### config.mk
export PLATFORM = sky130hd
export DESIGN_NAME = jsr_top
export DESIGN_NICKNAME = d
export VERILOG_FILES = /design/src/include/jsr_pkg.sv /design/src/logic/jsr_top.sv
export SDC_FILE = /design/constraint.sdc
export NUM_CORES = 1
export LEC_CHECK = 0
export BUFFER_PORTS_ARGS = -buffer_cell sky130_fd_sc_hd__buf_2
export CORE_ASPECT_RATIO = 0.8
export CORE_MARGIN = 1
export CORE_UTILIZATION = 48
export CTS_BUF_LIST = sky130_fd_sc_hd__clkbuf_8
export DETAILED_ROUTE_END_ITERATION = 16
export GPL_ROUTABILITY_DRIVEN = 0
export PLACE_DENSITY = 0.74
export SETUP_SLACK_MARGIN = 0.2
export SLEW_MARGIN = 15
export SYNTH_ARGS = -nofsm -noshare
export SYNTH_HDL_FRONTEND = slang
export SYNTH_SLANG_ARGS = --single-unit
### constraint.sdc
create_clock -name i_clock -period 2 [get_ports i_clock]
set_clock_uncertainty 0.1 [all_clocks]
set_input_delay 0.1 -clock i_clock [delete_from_list [all_inputs] [get_ports i_clock]]
set_output_delay 0.1 -clock i_clock [all_outputs]
set_load 0.02 [all_outputs]
### src/include/jsr_pkg.sv
package jsr_pkg;
   // ---------------------------------------------
   // register indices (byte address = 4 x index)
   // ---------------------------------------------
   localparam logic [7:0] IDX_PAGE = 8'h66;
   localparam logic [7:0] IDX_INFO = 8'h68;
   localparam logic [7:0] IDX_SENSE = 8'h6A;
   localparam logic [7:0] IDX_CFG = 8'h7A;
   localparam logic [7:0] IDX_PRES = 8'h80;
   localparam logic [7:0] IDX_ISTAT = 8'h81;
   localparam logic [7:0] IDX_IMASK = 8'h82;
   // ---------------------------------------------
   // field positions
   // ---------------------------------------------
   localparam int FSEL_LO = 1;
   localparam int INFO_BIT = 4;
   localparam int POLA_BIT = 11;
   localparam int POLB_BIT = 15;
   localparam int LOC_LO = 13;
   localparam int KIND_LO = 8;
   localparam int ORD_LO = 6;
   localparam int VAL_LO = 0;
   localparam int EV_SENSE = 0;
   localparam int EV_PRES = 1;
   // ---------------------------------------------
   // reset values and codes
   // ---------------------------------------------
   localparam logic [4:0] KIND_OUT_INVALID = 5'h00;
   localparam logic [4:0] KIND_OUT_NOCONN = 5'h01;
   localparam logic [4:0] KIND_IN_INVALID = 5'h10;
   localparam logic [4:0] KIND_IN_NOCONN = 5'h11;
   localparam logic [2:0] LOC_POR = 3'h0;
   localparam logic [1:0] ORD_RST = 2'h0;
   localparam logic [5:0] VAL_RST = 6'h00;
   localparam logic [3:0] FC_IN_LO = 4'h4;
   localparam logic [3:0] FC_IN_HI = 4'hA;
   localparam int NFUNC_DEF = 13;
   // ---------------------------------------------
   // sense circuitry result
   // ---------------------------------------------
   typedef struct packed {
      logic done;
      logic [3:0] fc;
      logic is_in;
      logic [4:0] kind;
      logic [1:0] order;
      logic [5:0] value;
   } jsr_sense_s;
endpackage : jsr_pkg

### src/logic/jsr_top.sv
// Notes on behaviour
// - one sense register copy per function code below NFUNC (0..12 by default), chosen by page bits 4..1.
// - jack location cleared only by power-on reset, kept over other resets.
// - other sense fields hold the latest sense operation outcome.
// - six-bit read-only result value, scaled by the order field.
// - order field 00 x1, 01 x10, 10 x100, 11 x1000 ohms.
// - output sense type codes 0x00..0x0F, default no connection 0x01.
// - input sense type codes 0x10..0x1F, default no connection 0x11.
// - type code read-only; meaning depends on input or output connection.
// - three-bit jack location is read/write firmware storage.
// - both sense groups power up as normally-open.
// - group A polarity is config bit 11.
// - group B polarity is config bit 15.
// - polarity bit one means normally-closed switches.
// - groups set independently; jacks of one group share a setting.
// - up to four jacks per sense line, told apart by resistance.
// - line A to bits 7,4,5,1; line B to bits 0,3,2,6.
// - info valid cleared by writing one, set when a sense cycle completes.
//
// Our own choice: register access over Wishbone.
module jsr_top
   import jsr_pkg::*;
#(
   parameter int NFUNC = NFUNC_DEF
) (
   // clock, resets, enable
   input wire logic i_clock,
   input wire logic i_rst,
   input wire logic i_por,
   input wire logic i_ce,
   // wishbone slave
   input wire logic i_wb_cyc,
   input wire logic i_wb_stb,
   input wire logic i_wb_we,
   input wire logic [9:0] i_wb_adr,
   input wire logic [31:0] i_wb_dat,
   input wire logic [3:0] i_wb_sel,
   output logic o_wb_ack,
   output logic [31:0] o_wb_dat,
   // sense circuitry
   input wire jsr_sense_s i_sense,
   input wire logic [3:0] i_ladder_a,
   input wire logic [3:0] i_ladder_b,
   output logic [7:0] o_presence,
   // interrupt
   output logic o_irq
);
   // ---------------------------------------------
   // state
   // ---------------------------------------------
   logic [3:0] fsel_q;
   logic pol_a_q;
   logic pol_b_q;
   logic [2:0] loc_q [NFUNC];
   logic [4:0] kind_q [NFUNC];
   logic [1:0] ord_q [NFUNC];
   logic [5:0] val_q [NFUNC];
   logic [NFUNC-1:0] info_q;
   logic [7:0] pres_q;
   logic [1:0] istat_q;
   logic [1:0] imask_q;
   logic ack_q;
   logic [31:0] dat_q;
   logic irq_q;

   logic rst_any;
   logic acc;
   logic wr;
   logic [15:0] wmask;
   logic [15:0] wdat;
   logic sel_ok;
   logic [3:0] fs_idx;
   logic sns_ok;
   logic [3:0] sns_idx;
   logic [7:0] idx;
   logic [3:0] pa;
   logic [3:0] pb;
   logic [7:0] pres_d;
   logic [1:0] ev;
   logic [15:0] rd_d;

   assign rst_any = i_rst | i_por;
   assign idx = i_wb_adr[9:2];
   assign acc = i_wb_cyc & i_wb_stb & ~ack_q;
   assign wr = acc & i_wb_we;
   assign wmask = {{8{i_wb_sel[1]}}, {8{i_wb_sel[0]}}};
   assign wdat = i_wb_dat[15:0] & wmask;

   assign sel_ok = int'(fsel_q) < NFUNC;
   assign fs_idx = sel_ok ? fsel_q : 4'h0;
   assign sns_ok = i_sense.done & (int'(i_sense.fc) < NFUNC);
   assign sns_idx = sns_ok ? i_sense.fc : 4'h0;

   // ---------------------------------------------
   // helpers
   // ---------------------------------------------
   function automatic logic [4:0] jsr_fix_kind(input logic is_in, input logic [4:0] k);
      logic [4:0] r;
      r = k;
      if (!is_in && k[4]) begin
         r = KIND_OUT_INVALID;
      end
      if (is_in && !k[4]) begin
         r = KIND_IN_INVALID;
      end
      return r;
   endfunction : jsr_fix_kind

   function automatic logic [4:0] jsr_kind_rst(input int f);
      logic [3:0] c;
      c = f[3:0];
      if (c >= FC_IN_LO && c <= FC_IN_HI) begin
         return KIND_IN_NOCONN;
      end
      return KIND_OUT_NOCONN;
   endfunction : jsr_kind_rst

   // ---------------------------------------------
   // page and configuration
   // ---------------------------------------------
   always_ff @(posedge i_clock) begin
      if (rst_any) begin
         fsel_q <= 4'h0;
      end else if (i_ce && wr && idx == IDX_PAGE && i_wb_sel[0]) begin
         fsel_q <= i_wb_dat[FSEL_LO+:4];
      end
   end

   always_ff @(posedge i_clock) begin
      if (rst_any) begin
         pol_a_q <= 1'b0;
         pol_b_q <= 1'b0;
      end else if (i_ce && wr && idx == IDX_CFG && i_wb_sel[1]) begin
         pol_a_q <= i_wb_dat[POLA_BIT];
         pol_b_q <= i_wb_dat[POLB_BIT];
      end
   end

   // ---------------------------------------------
   // jack location, power-on only
   // ---------------------------------------------
   always_ff @(posedge i_clock) begin
      if (i_por) begin
         for (int f = 0; f < NFUNC; f++) begin
            loc_q[f] <= LOC_POR;
         end
      end else if (i_ce && wr && idx == IDX_SENSE && sel_ok && i_wb_sel[1]) begin
         loc_q[fs_idx] <= i_wb_dat[LOC_LO+:3];
      end
   end

   // ---------------------------------------------
   // sense results
   // ---------------------------------------------
   always_ff @(posedge i_clock) begin
      if (rst_any) begin
         for (int f = 0; f < NFUNC; f++) begin
            kind_q[f] <= jsr_kind_rst(f);
            ord_q[f] <= ORD_RST;
            val_q[f] <= VAL_RST;
         end
      end else if (i_ce && sns_ok) begin
         kind_q[sns_idx] <= jsr_fix_kind(i_sense.is_in, i_sense.kind);
         ord_q[sns_idx] <= i_sense.order;
         val_q[sns_idx] <= i_sense.value;
      end
   end

   always_ff @(posedge i_clock) begin
      if (rst_any) begin
         info_q <= '0;
      end else if (i_ce) begin
         for (int f = 0; f < NFUNC; f++) begin
            if (sns_ok && int'(sns_idx) == f) begin
               info_q[f] <= 1'b1;
            end else if (wr && idx == IDX_INFO && fs_idx == f[3:0] && sel_ok && wdat[INFO_BIT]) begin
               info_q[f] <= 1'b0;
            end
         end
      end
   end

   // ---------------------------------------------
   // jack presence
   // ---------------------------------------------
   always_comb begin
      pa = i_ladder_a ^ {4{pol_a_q}};
      pb = i_ladder_b ^ {4{pol_b_q}};
      pres_d = {pa[0], pb[3], pa[2], pa[1], pb[1], pb[2], pa[3], pb[0]};
   end

   always_ff @(posedge i_clock) begin
      if (rst_any) begin
         pres_q <= 8'h00;
      end else if (i_ce) begin
         pres_q <= pres_d;
      end
   end

   assign o_presence = pres_q;

   // ---------------------------------------------
   // interrupts
   // ---------------------------------------------
   assign ev = {pres_d != pres_q, sns_ok};

   always_ff @(posedge i_clock) begin
      if (rst_any) begin
         istat_q <= 2'h0;
      end else if (i_ce) begin
         if (wr && idx == IDX_ISTAT) begin
            istat_q <= (istat_q & ~wdat[1:0]) | ev;
         end else begin
            istat_q <= istat_q | ev;
         end
      end
   end

   always_ff @(posedge i_clock) begin
      if (rst_any) begin
         imask_q <= 2'h0;
      end else if (i_ce && wr && idx == IDX_IMASK && i_wb_sel[0]) begin
         imask_q <= i_wb_dat[1:0];
      end
   end

   always_ff @(posedge i_clock) begin
      if (rst_any) begin
         irq_q <= 1'b0;
      end else if (i_ce) begin
         irq_q <= |(istat_q & imask_q);
      end
   end

   assign o_irq = irq_q;

   // ---------------------------------------------
   // bus read and acknowledge
   // ---------------------------------------------
   always_comb begin
      rd_d = 16'h0000;
      case (idx)
         IDX_PAGE: begin
            rd_d[FSEL_LO+:4] = fsel_q;
         end
         IDX_INFO: begin
            rd_d[INFO_BIT] = sel_ok & info_q[fs_idx];
         end
         IDX_SENSE: begin
            if (sel_ok) begin
               rd_d = {loc_q[fs_idx], kind_q[fs_idx], ord_q[fs_idx], val_q[fs_idx]};
            end
         end
         IDX_CFG: begin
            rd_d[POLA_BIT] = pol_a_q;
            rd_d[POLB_BIT] = pol_b_q;
         end
         IDX_PRES: begin
            rd_d[7:0] = pres_q;
         end
         IDX_ISTAT: begin
            rd_d[1:0] = istat_q;
         end
         IDX_IMASK: begin
            rd_d[1:0] = imask_q;
         end
         default: begin
            rd_d = 16'h0000;
         end
      endcase
   end

   always_ff @(posedge i_clock) begin
      if (rst_any) begin
         ack_q <= 1'b0;
         dat_q <= 32'h00000000;
      end else if (i_ce) begin
         ack_q <= acc;
         if (acc && !i_wb_we) begin
            dat_q <= {16'h0000, rd_d};
         end
      end
   end

   assign o_wb_ack = ack_q;
   assign o_wb_dat = dat_q;

   // ---------------------------------------------
   // checks
   // ---------------------------------------------
   AST_LOC_WRITE: assert property (@(posedge i_clock) disable iff (rst_any)
      i_ce && wr && idx == IDX_SENSE && sel_ok && i_wb_sel[1]
      |=> loc_q[$past(fs_idx)] == $past(i_wb_dat[15:13]))
      else $error("jack location not stored");

   AST_LOC_KEEP: assert property (@(posedge i_clock) disable iff (i_por)
      i_rst |=> loc_q[0] == $past(loc_q[0]))
      else $error("jack location lost on reset");

   AST_SENSE_STORE: assert property (@(posedge i_clock) disable iff (rst_any)
      i_ce && sns_ok |=> val_q[$past(sns_idx)] == $past(i_sense.value)
      && ord_q[$past(sns_idx)] == $past(i_sense.order))
      else $error("sense result not stored");

   AST_OUT_CLASS: assert property (@(posedge i_clock) disable iff (rst_any)
      i_ce && sns_ok && !i_sense.is_in && i_sense.kind[4]
      |=> kind_q[$past(sns_idx)] == KIND_OUT_INVALID)
      else $error("output type code out of class");

   AST_IN_CLASS: assert property (@(posedge i_clock) disable iff (rst_any)
      i_ce && sns_ok && i_sense.is_in && !i_sense.kind[4]
      |=> kind_q[$past(sns_idx)] == KIND_IN_INVALID)
      else $error("input type code out of class");

   AST_RO_KEEP: assert property (@(posedge i_clock) disable iff (rst_any)
      wr && idx == IDX_SENSE && !sns_ok
      |=> kind_q[$past(fs_idx)] == $past(kind_q[fs_idx]) && val_q[$past(fs_idx)] == $past(val_q[fs_idx]))
      else $error("write disturbed sense result");

   AST_POL_POR: assert property (@(posedge i_clock)
      i_por |=> !pol_a_q && !pol_b_q)
      else $error("polarity not normally-open after power-on");

   AST_POL_A: assert property (@(posedge i_clock) disable iff (rst_any)
      i_ce && wr && idx == IDX_CFG && i_wb_sel[1]
      |=> pol_a_q == $past(i_wb_dat[11]) && pol_b_q == $past(i_wb_dat[15]))
      else $error("polarity bits not stored");

   AST_PRES_MAP: assert property (@(posedge i_clock) disable iff (rst_any)
      i_ce |=> o_presence[7] == ($past(i_ladder_a[0]) ^ $past(pol_a_q))
      && o_presence[6] == ($past(i_ladder_b[3]) ^ $past(pol_b_q)))
      else $error("presence map wrong");

   AST_INFO_SET: assert property (@(posedge i_clock) disable iff (rst_any)
      i_ce && sns_ok |=> info_q[$past(sns_idx)] ##1 (!i_ce || info_q[$past(sns_idx, 2)] || wr || $past(wr)))
      else $error("info valid not set by sense");

   AST_ACK_DROP: assert property (@(posedge i_clock) disable iff (rst_any)
      i_ce && o_wb_ack |=> !o_wb_ack)
      else $error("ack held over two cycles");

   AST_INFO_CLEAR: assert property (@(posedge i_clock) disable iff (rst_any)
      i_ce && wr && idx == IDX_INFO && sel_ok && wdat[INFO_BIT] && !(sns_ok && sns_idx == fs_idx)
      |=> !info_q[$past(fs_idx)])
      else $error("info valid not cleared by writing one");

   AST_SENSE_EVENT: assert property (@(posedge i_clock) disable iff (rst_any)
      i_ce && sns_ok |=> istat_q[EV_SENSE])
      else $error("sense done not flagged");

   AST_PRES_EVENT: assert property (@(posedge i_clock) disable iff (rst_any)
      i_ce && pres_d != pres_q |=> istat_q[EV_PRES])
      else $error("presence change not flagged");

   AST_CE_FREEZE: assert property (@(posedge i_clock) disable iff (rst_any)
      !i_ce |=> $stable(pres_q) && $stable(istat_q) && $stable(fsel_q) && $stable(o_wb_ack))
      else $error("state moved while clock enable low");

endmodule : jsr_top

==> metrics.sh <==
RUN_STATUS='finished clean'
DRIVE_ABOVE_1_SHARE_PCT=31.5
START_KIND='register'
CRITPATHBUFINV=1
HOLD_VIOLATIONS=0
DIE_HEIGHT_UM=149
FINAL_MIN_PERIOD_OVER_CLOCK_PERIOD_PCT=99.9
REMAINING_DRC_ERRORS=0
INITIAL_ANTENNA_VIOLATION_COUNT=0
DRTANTENNAVIOLNETS=0
DIE_AREA_SQ_UM=27600
SYNTH_AREA_PER_CELL_SQ_UM=10.6
CLOCK_POWER_SHARE_PCT=38.1
WORST_SKEW_PAIR.LATE_LATENCY_NS=0.57
CRITPATHMAXFANOUT=5
SYNTH_FA_HA_AREA_SHARE_PCT=0
WHS_PATH_DEPTH=5
GRT_MAX_DEGREE=41
FINALNETCOUNT=1542
IR_DROP_V=0.000499
SWSHARE_PCT=24.4
POST_LAYOUT_NONFILLER_INSTANCES=1850
LAYOUT.CORE_UTILIZATION_PCT=63.4
WORST_SLEW_MARGIN_REL_PCT=55.9
ROUTE.DETAILED.VIAS_PER_INST=6.11
FIRSTDRTPASSITERS=6
SYNTH.YOSYS.SEQ_AREA_SHARE_PCT=56.6
CTSLONGESTPATHBUFFERS=3
WORST_SETUP_PATH_TYPE='register to register'
CRIT_PATH_CELL_TRACE='and4b_1 -> nand4b_1 -> and4b_2 -> nand2_4 -> buf_6 -> o21bai_4'
YS_DOMINANT_REG_CELL='sky130_fd_sc_hd__edfxtp_1'
YOSYS_WARNINGS=0
WORST_PATH_DOMINANT_CELL_FAMILY='simple AND/OR/NAND/NOR gates'
CP-END-KIND='register'
WIRELENGTH_UM=42500
YOSYS.AREA_SHARE.XOR_XNOR_PCT=1.15
TOTAL_SWITCHING_POWER_mW=2.77
TIMING.FINAL.SETUP_VIOLATIONS=0
END_OF_THE_WORST_REGISTER_TO_REGISTER_PATH='loc_q[8][0]'
CHIPWIDTH_UM=186
ROOT_BUFFER='sky130_fd_sc_hd__clkbuf_8'
DIODES_INSERTED=0
DRTITER0DRC=1786
FINALMAXSLEWVIOLATIONS=0
GRT_FIRST_PASS_WIRELENGTH_UM=62400
CTS_TREE='yes'
CRIT_SLOWEST_CELL='sky130_fd_sc_hd__and4b_2'
DEPTH_OF_THE_MOST_CRITICAL_REG_TO_REG_PATH=6
GRT_SETUP_UNREPAIRED='yes'
CTS.SINKS=260
SYN2LAYOUT_AREA_GROWTH_PCT=29.5
MIN_TO='info_q[6]'
FINAL.SETUP.TNS_NS=0
CORE_AREA_SQ_UM=26400
HP-START='i_sense[14]'
YOSYS_REGISTER_BITS=260
VIAS_IN_THE_FIRST_GLOBAL_ROUTE=10800
AREA_OF_THE_MAPPED_NETLIST_SQ_UM=12900
SYNTHESIZED_AREA_FRACTION_OCCUPIED_BY_AO_OA_AOI_AND_OAI_CELLS_PCT=12.2
FMAX_GHz=0.500
YS_TYPES=79
GLOBAL_ROUTE.USAGE.TOTAL_PCT=30.5
WORST_SETUP_HOLD_PATH_CLK_SLEW_NS=0.07
R2R_SLACK_NS=0.002
SYNTH_TOP_FAMILY_BY_AREA='simple AND/OR/NAND/NOR gates'
WL_PER_CELL_UM=23.0
CTS-BUFFERS-INSERTED=41
DETAILED_PLACE_HPWL_UM=28200
CRIT_REQUIRED_NS=2.18
TOTAL_LEAKAGE_POWER_nW=6.73
SYNTH-SIMPLE-AREA-SHARE_PCT=20.8
NUMPORTBUFFERS=78
SYNTH-EDFF-COUNT=211
ASR_FLOP_RATIO_SYNTH_PCT=0
VIAS_AFTER_DETAILED_ROUTING=11300
WORST_SLEW_PIN_SLEW_NS=0.661
WORSTHOLDPATHTYPE='input pin to register'
PLACED_CELLS=1712
YOSYS-MUX-AREA-FRACTION_PCT=4.14
REGTOREGSTARTPOINT='o_wb_ack'
PWR-SHARE-SEQ_PCT=54.3
WORST_EP_ARRIVAL_TIME_NS=2.18
TIMING.FINAL.CRIT_PERIOD_NS=2.00
CELL_INTERNAL_PWR_mW=8.56
HTREE_NUM_LEVELS=2
GRT_OVERFLOW=0
MAXCAPVIOLATIONS=0
PIN_COUNT=122
CP_SLOWEST_STAGE_DELAY_NS=0.42
INITIAL_CORE_UTIL_PCT=49.0
PROPORTION_OF_POWER_DRAWN_BY_COMBINATIONAL_GATES_PCT=7.6
SYN-INSTANCE-COUNT=1223
ROWS=53
POWER_DENSITY_nW_PER_UM2=676
flip-flops by register name, indices dropped and copies added (netlist names), 2 cells and up:
name / flops
imask_q: 2
val_q: 81
istat_q: 2
kind_q: 65
o_wb_dat: 16
fsel_q: 4
o_presence: 8
info_q: 13
ord_q: 26
loc_q: 39
layout by cell type (no fill, tap or decap), drive strengths merged, types with 13 or more instances in the layout:
master	count
a211oi	20
a21oi	70
and2	31
and3	111
buf	252
clkbuf	49
clkinv	13
conb	19
dfxtp	49
dlygate4sd3	41
edfxtp	211
inv	18
mux2i	31
nand2	111
nand3	36
nor2	180
o211ai	20
o21ai	37
o221ai	13
o22ai	20
xnor2	13
through the flow:
step | setup WS, ns | area (sq um) | hold WS (ns) | power [mW]
after floorplan | 0.0898 | 13100 | 0.0989 | 6.65
after global placement | -0.0886 | 14600 | 0.236 | 6.96
final | 0.00170 | 16700 | 0.0268 | 11.3
after global routing | -0.0339 | 16700 | 0.0526 | 11.6
after detailed placement | -0.0724 | 14600 | 0.261 | 6.98
after CTS | 0.0477 | 16300 | 0.0129 | 11.3
synth_stat cells, types with 5 or more instances:
cell type	number	share of area, %
sky130_fd_sc_hd__a211oi_1	20	1.2
sky130_fd_sc_hd__xnor2_1	13	0.88
sky130_fd_sc_hd__nor2b_1	12	0.58
sky130_fd_sc_hd__mux4_2	8	1.4
sky130_fd_sc_hd__buf_2	23	0.89
sky130_fd_sc_hd__o22ai_1	20	0.97
sky130_fd_sc_hd__mux2i_1	31	2.4
sky130_fd_sc_hd__a31o_2	9	0.61
sky130_fd_sc_hd__and3_1	109	5.3
sky130_fd_sc_hd__buf_4	22	1.3
sky130_fd_sc_hd__nand3_1	36	1.4
sky130_fd_sc_hd__nand2b_1	12	0.58
sky130_fd_sc_hd__buf_1	6	0.17
sky130_fd_sc_hd__a21oi_1	69	2.7
sky130_fd_sc_hd__edfxtp_1	211	49
sky130_fd_sc_hd__or2_2	9	0.44
sky130_fd_sc_hd__dfxtp_1	49	7.6
sky130_fd_sc_hd__o221ai_1	13	0.88
sky130_fd_sc_hd__o21ai_0	36	1.4
sky130_fd_sc_hd__nand2_1	110	3.2
sky130_fd_sc_hd__and2_1	29	1.4
sky130_fd_sc_hd__nor2_1	179	5.2
sky130_fd_sc_hd__clkbuf_8	6	0.64
sky130_fd_sc_hd__a22oi_1	5	0.29
sky130_fd_sc_hd__clkbuf_1	56	1.6
sky130_fd_sc_hd__or3_1	9	0.44
sky130_fd_sc_hd__o211ai_1	20	1.2
sky130_fd_sc_hd__o21a_1	5	0.29
sky130_fd_sc_hd__o21ba_2	6	0.46
repair_timing:
| item | in CTS | in global routing |
|---|---|---|
| gates resized for setup | 99 | 95 |
| buffers inserted | 12 | 9 |
| endpoints found under the setup margin | 91 | 238 |
| cloned | 0 | 2 |
| hold buffers | 41 | 0 |
| pin swaps | 30 | 43 |
| hold endpoints to repair | 190 | 0 |
how the worst max path moves through the flow:
stage                   start            to  slack, ns  cells after the start
finish               o_wb_ack   loc_q[8][0]      0.002                      6
global route         o_wb_ack   loc_q[6][1]      -0.03                      6
CTS                  o_wb_ack   loc_q[8][0]       0.05                      6
detailed placement  fsel_q[2]   o_wb_dat[5]      -0.07                      7
global placement    fsel_q[2]   o_wb_dat[5]      -0.09                      7
floorplan            o_wb_ack  loc_q[11][0]       0.09                      7
layout make-up:
cell class / count / area, sq um
fill: 2022 / 9650
sequential: 260 / 7330
multi-input combinational: 859 / 5670
timing repair buffer: 294 / 2500
clock buffer: 48 / 661
tap: 357 / 447
clock inverter: 26 / 105
inverter: 6 / 27.5
power groups by stage:
stage | sequential [mW] | clock, mW | combinational (mW)
2_1_floorplan | 6.23 | 0 | 0.416
3_3_place_gp | 6.24 | 0 | 0.713
3_5_place_dp | 6.26 | 0 | 0.727
4_1_cts | 6.14 | 4.34 | 0.813
5_1_grt | 6.16 | 4.56 | 0.913
6_report | 6.15 | 4.32 | 0.861
logic make-up after synthesis:
family,count (synthesis)
and+or+nand+nor,541
DFF,260
AOI/OAI and AO/OA,238
buffers and inverters,123
muxes,43
xor gates and xnor gates,17
other,1
worst min-delay path, delay by kind of cell:
| kind | cells | cell delay [ns] |
|---|---|---|
| buffers and inverters | 2 | 0.30 |
| and+or+nand+nor | 3 | 0.26 |
routing by layer:
| layer | global-route usage, % | routed length (um) |
|---|---|---|
| met1 | 41.7 | 16200 |
| met2 | 47.1 | 19500 |
| met3 | 5.76 | 4890 |
| met4 | 13.6 | 1840 |
| met5 | 0 | 0 |
(Power assumes the default switching activity.)
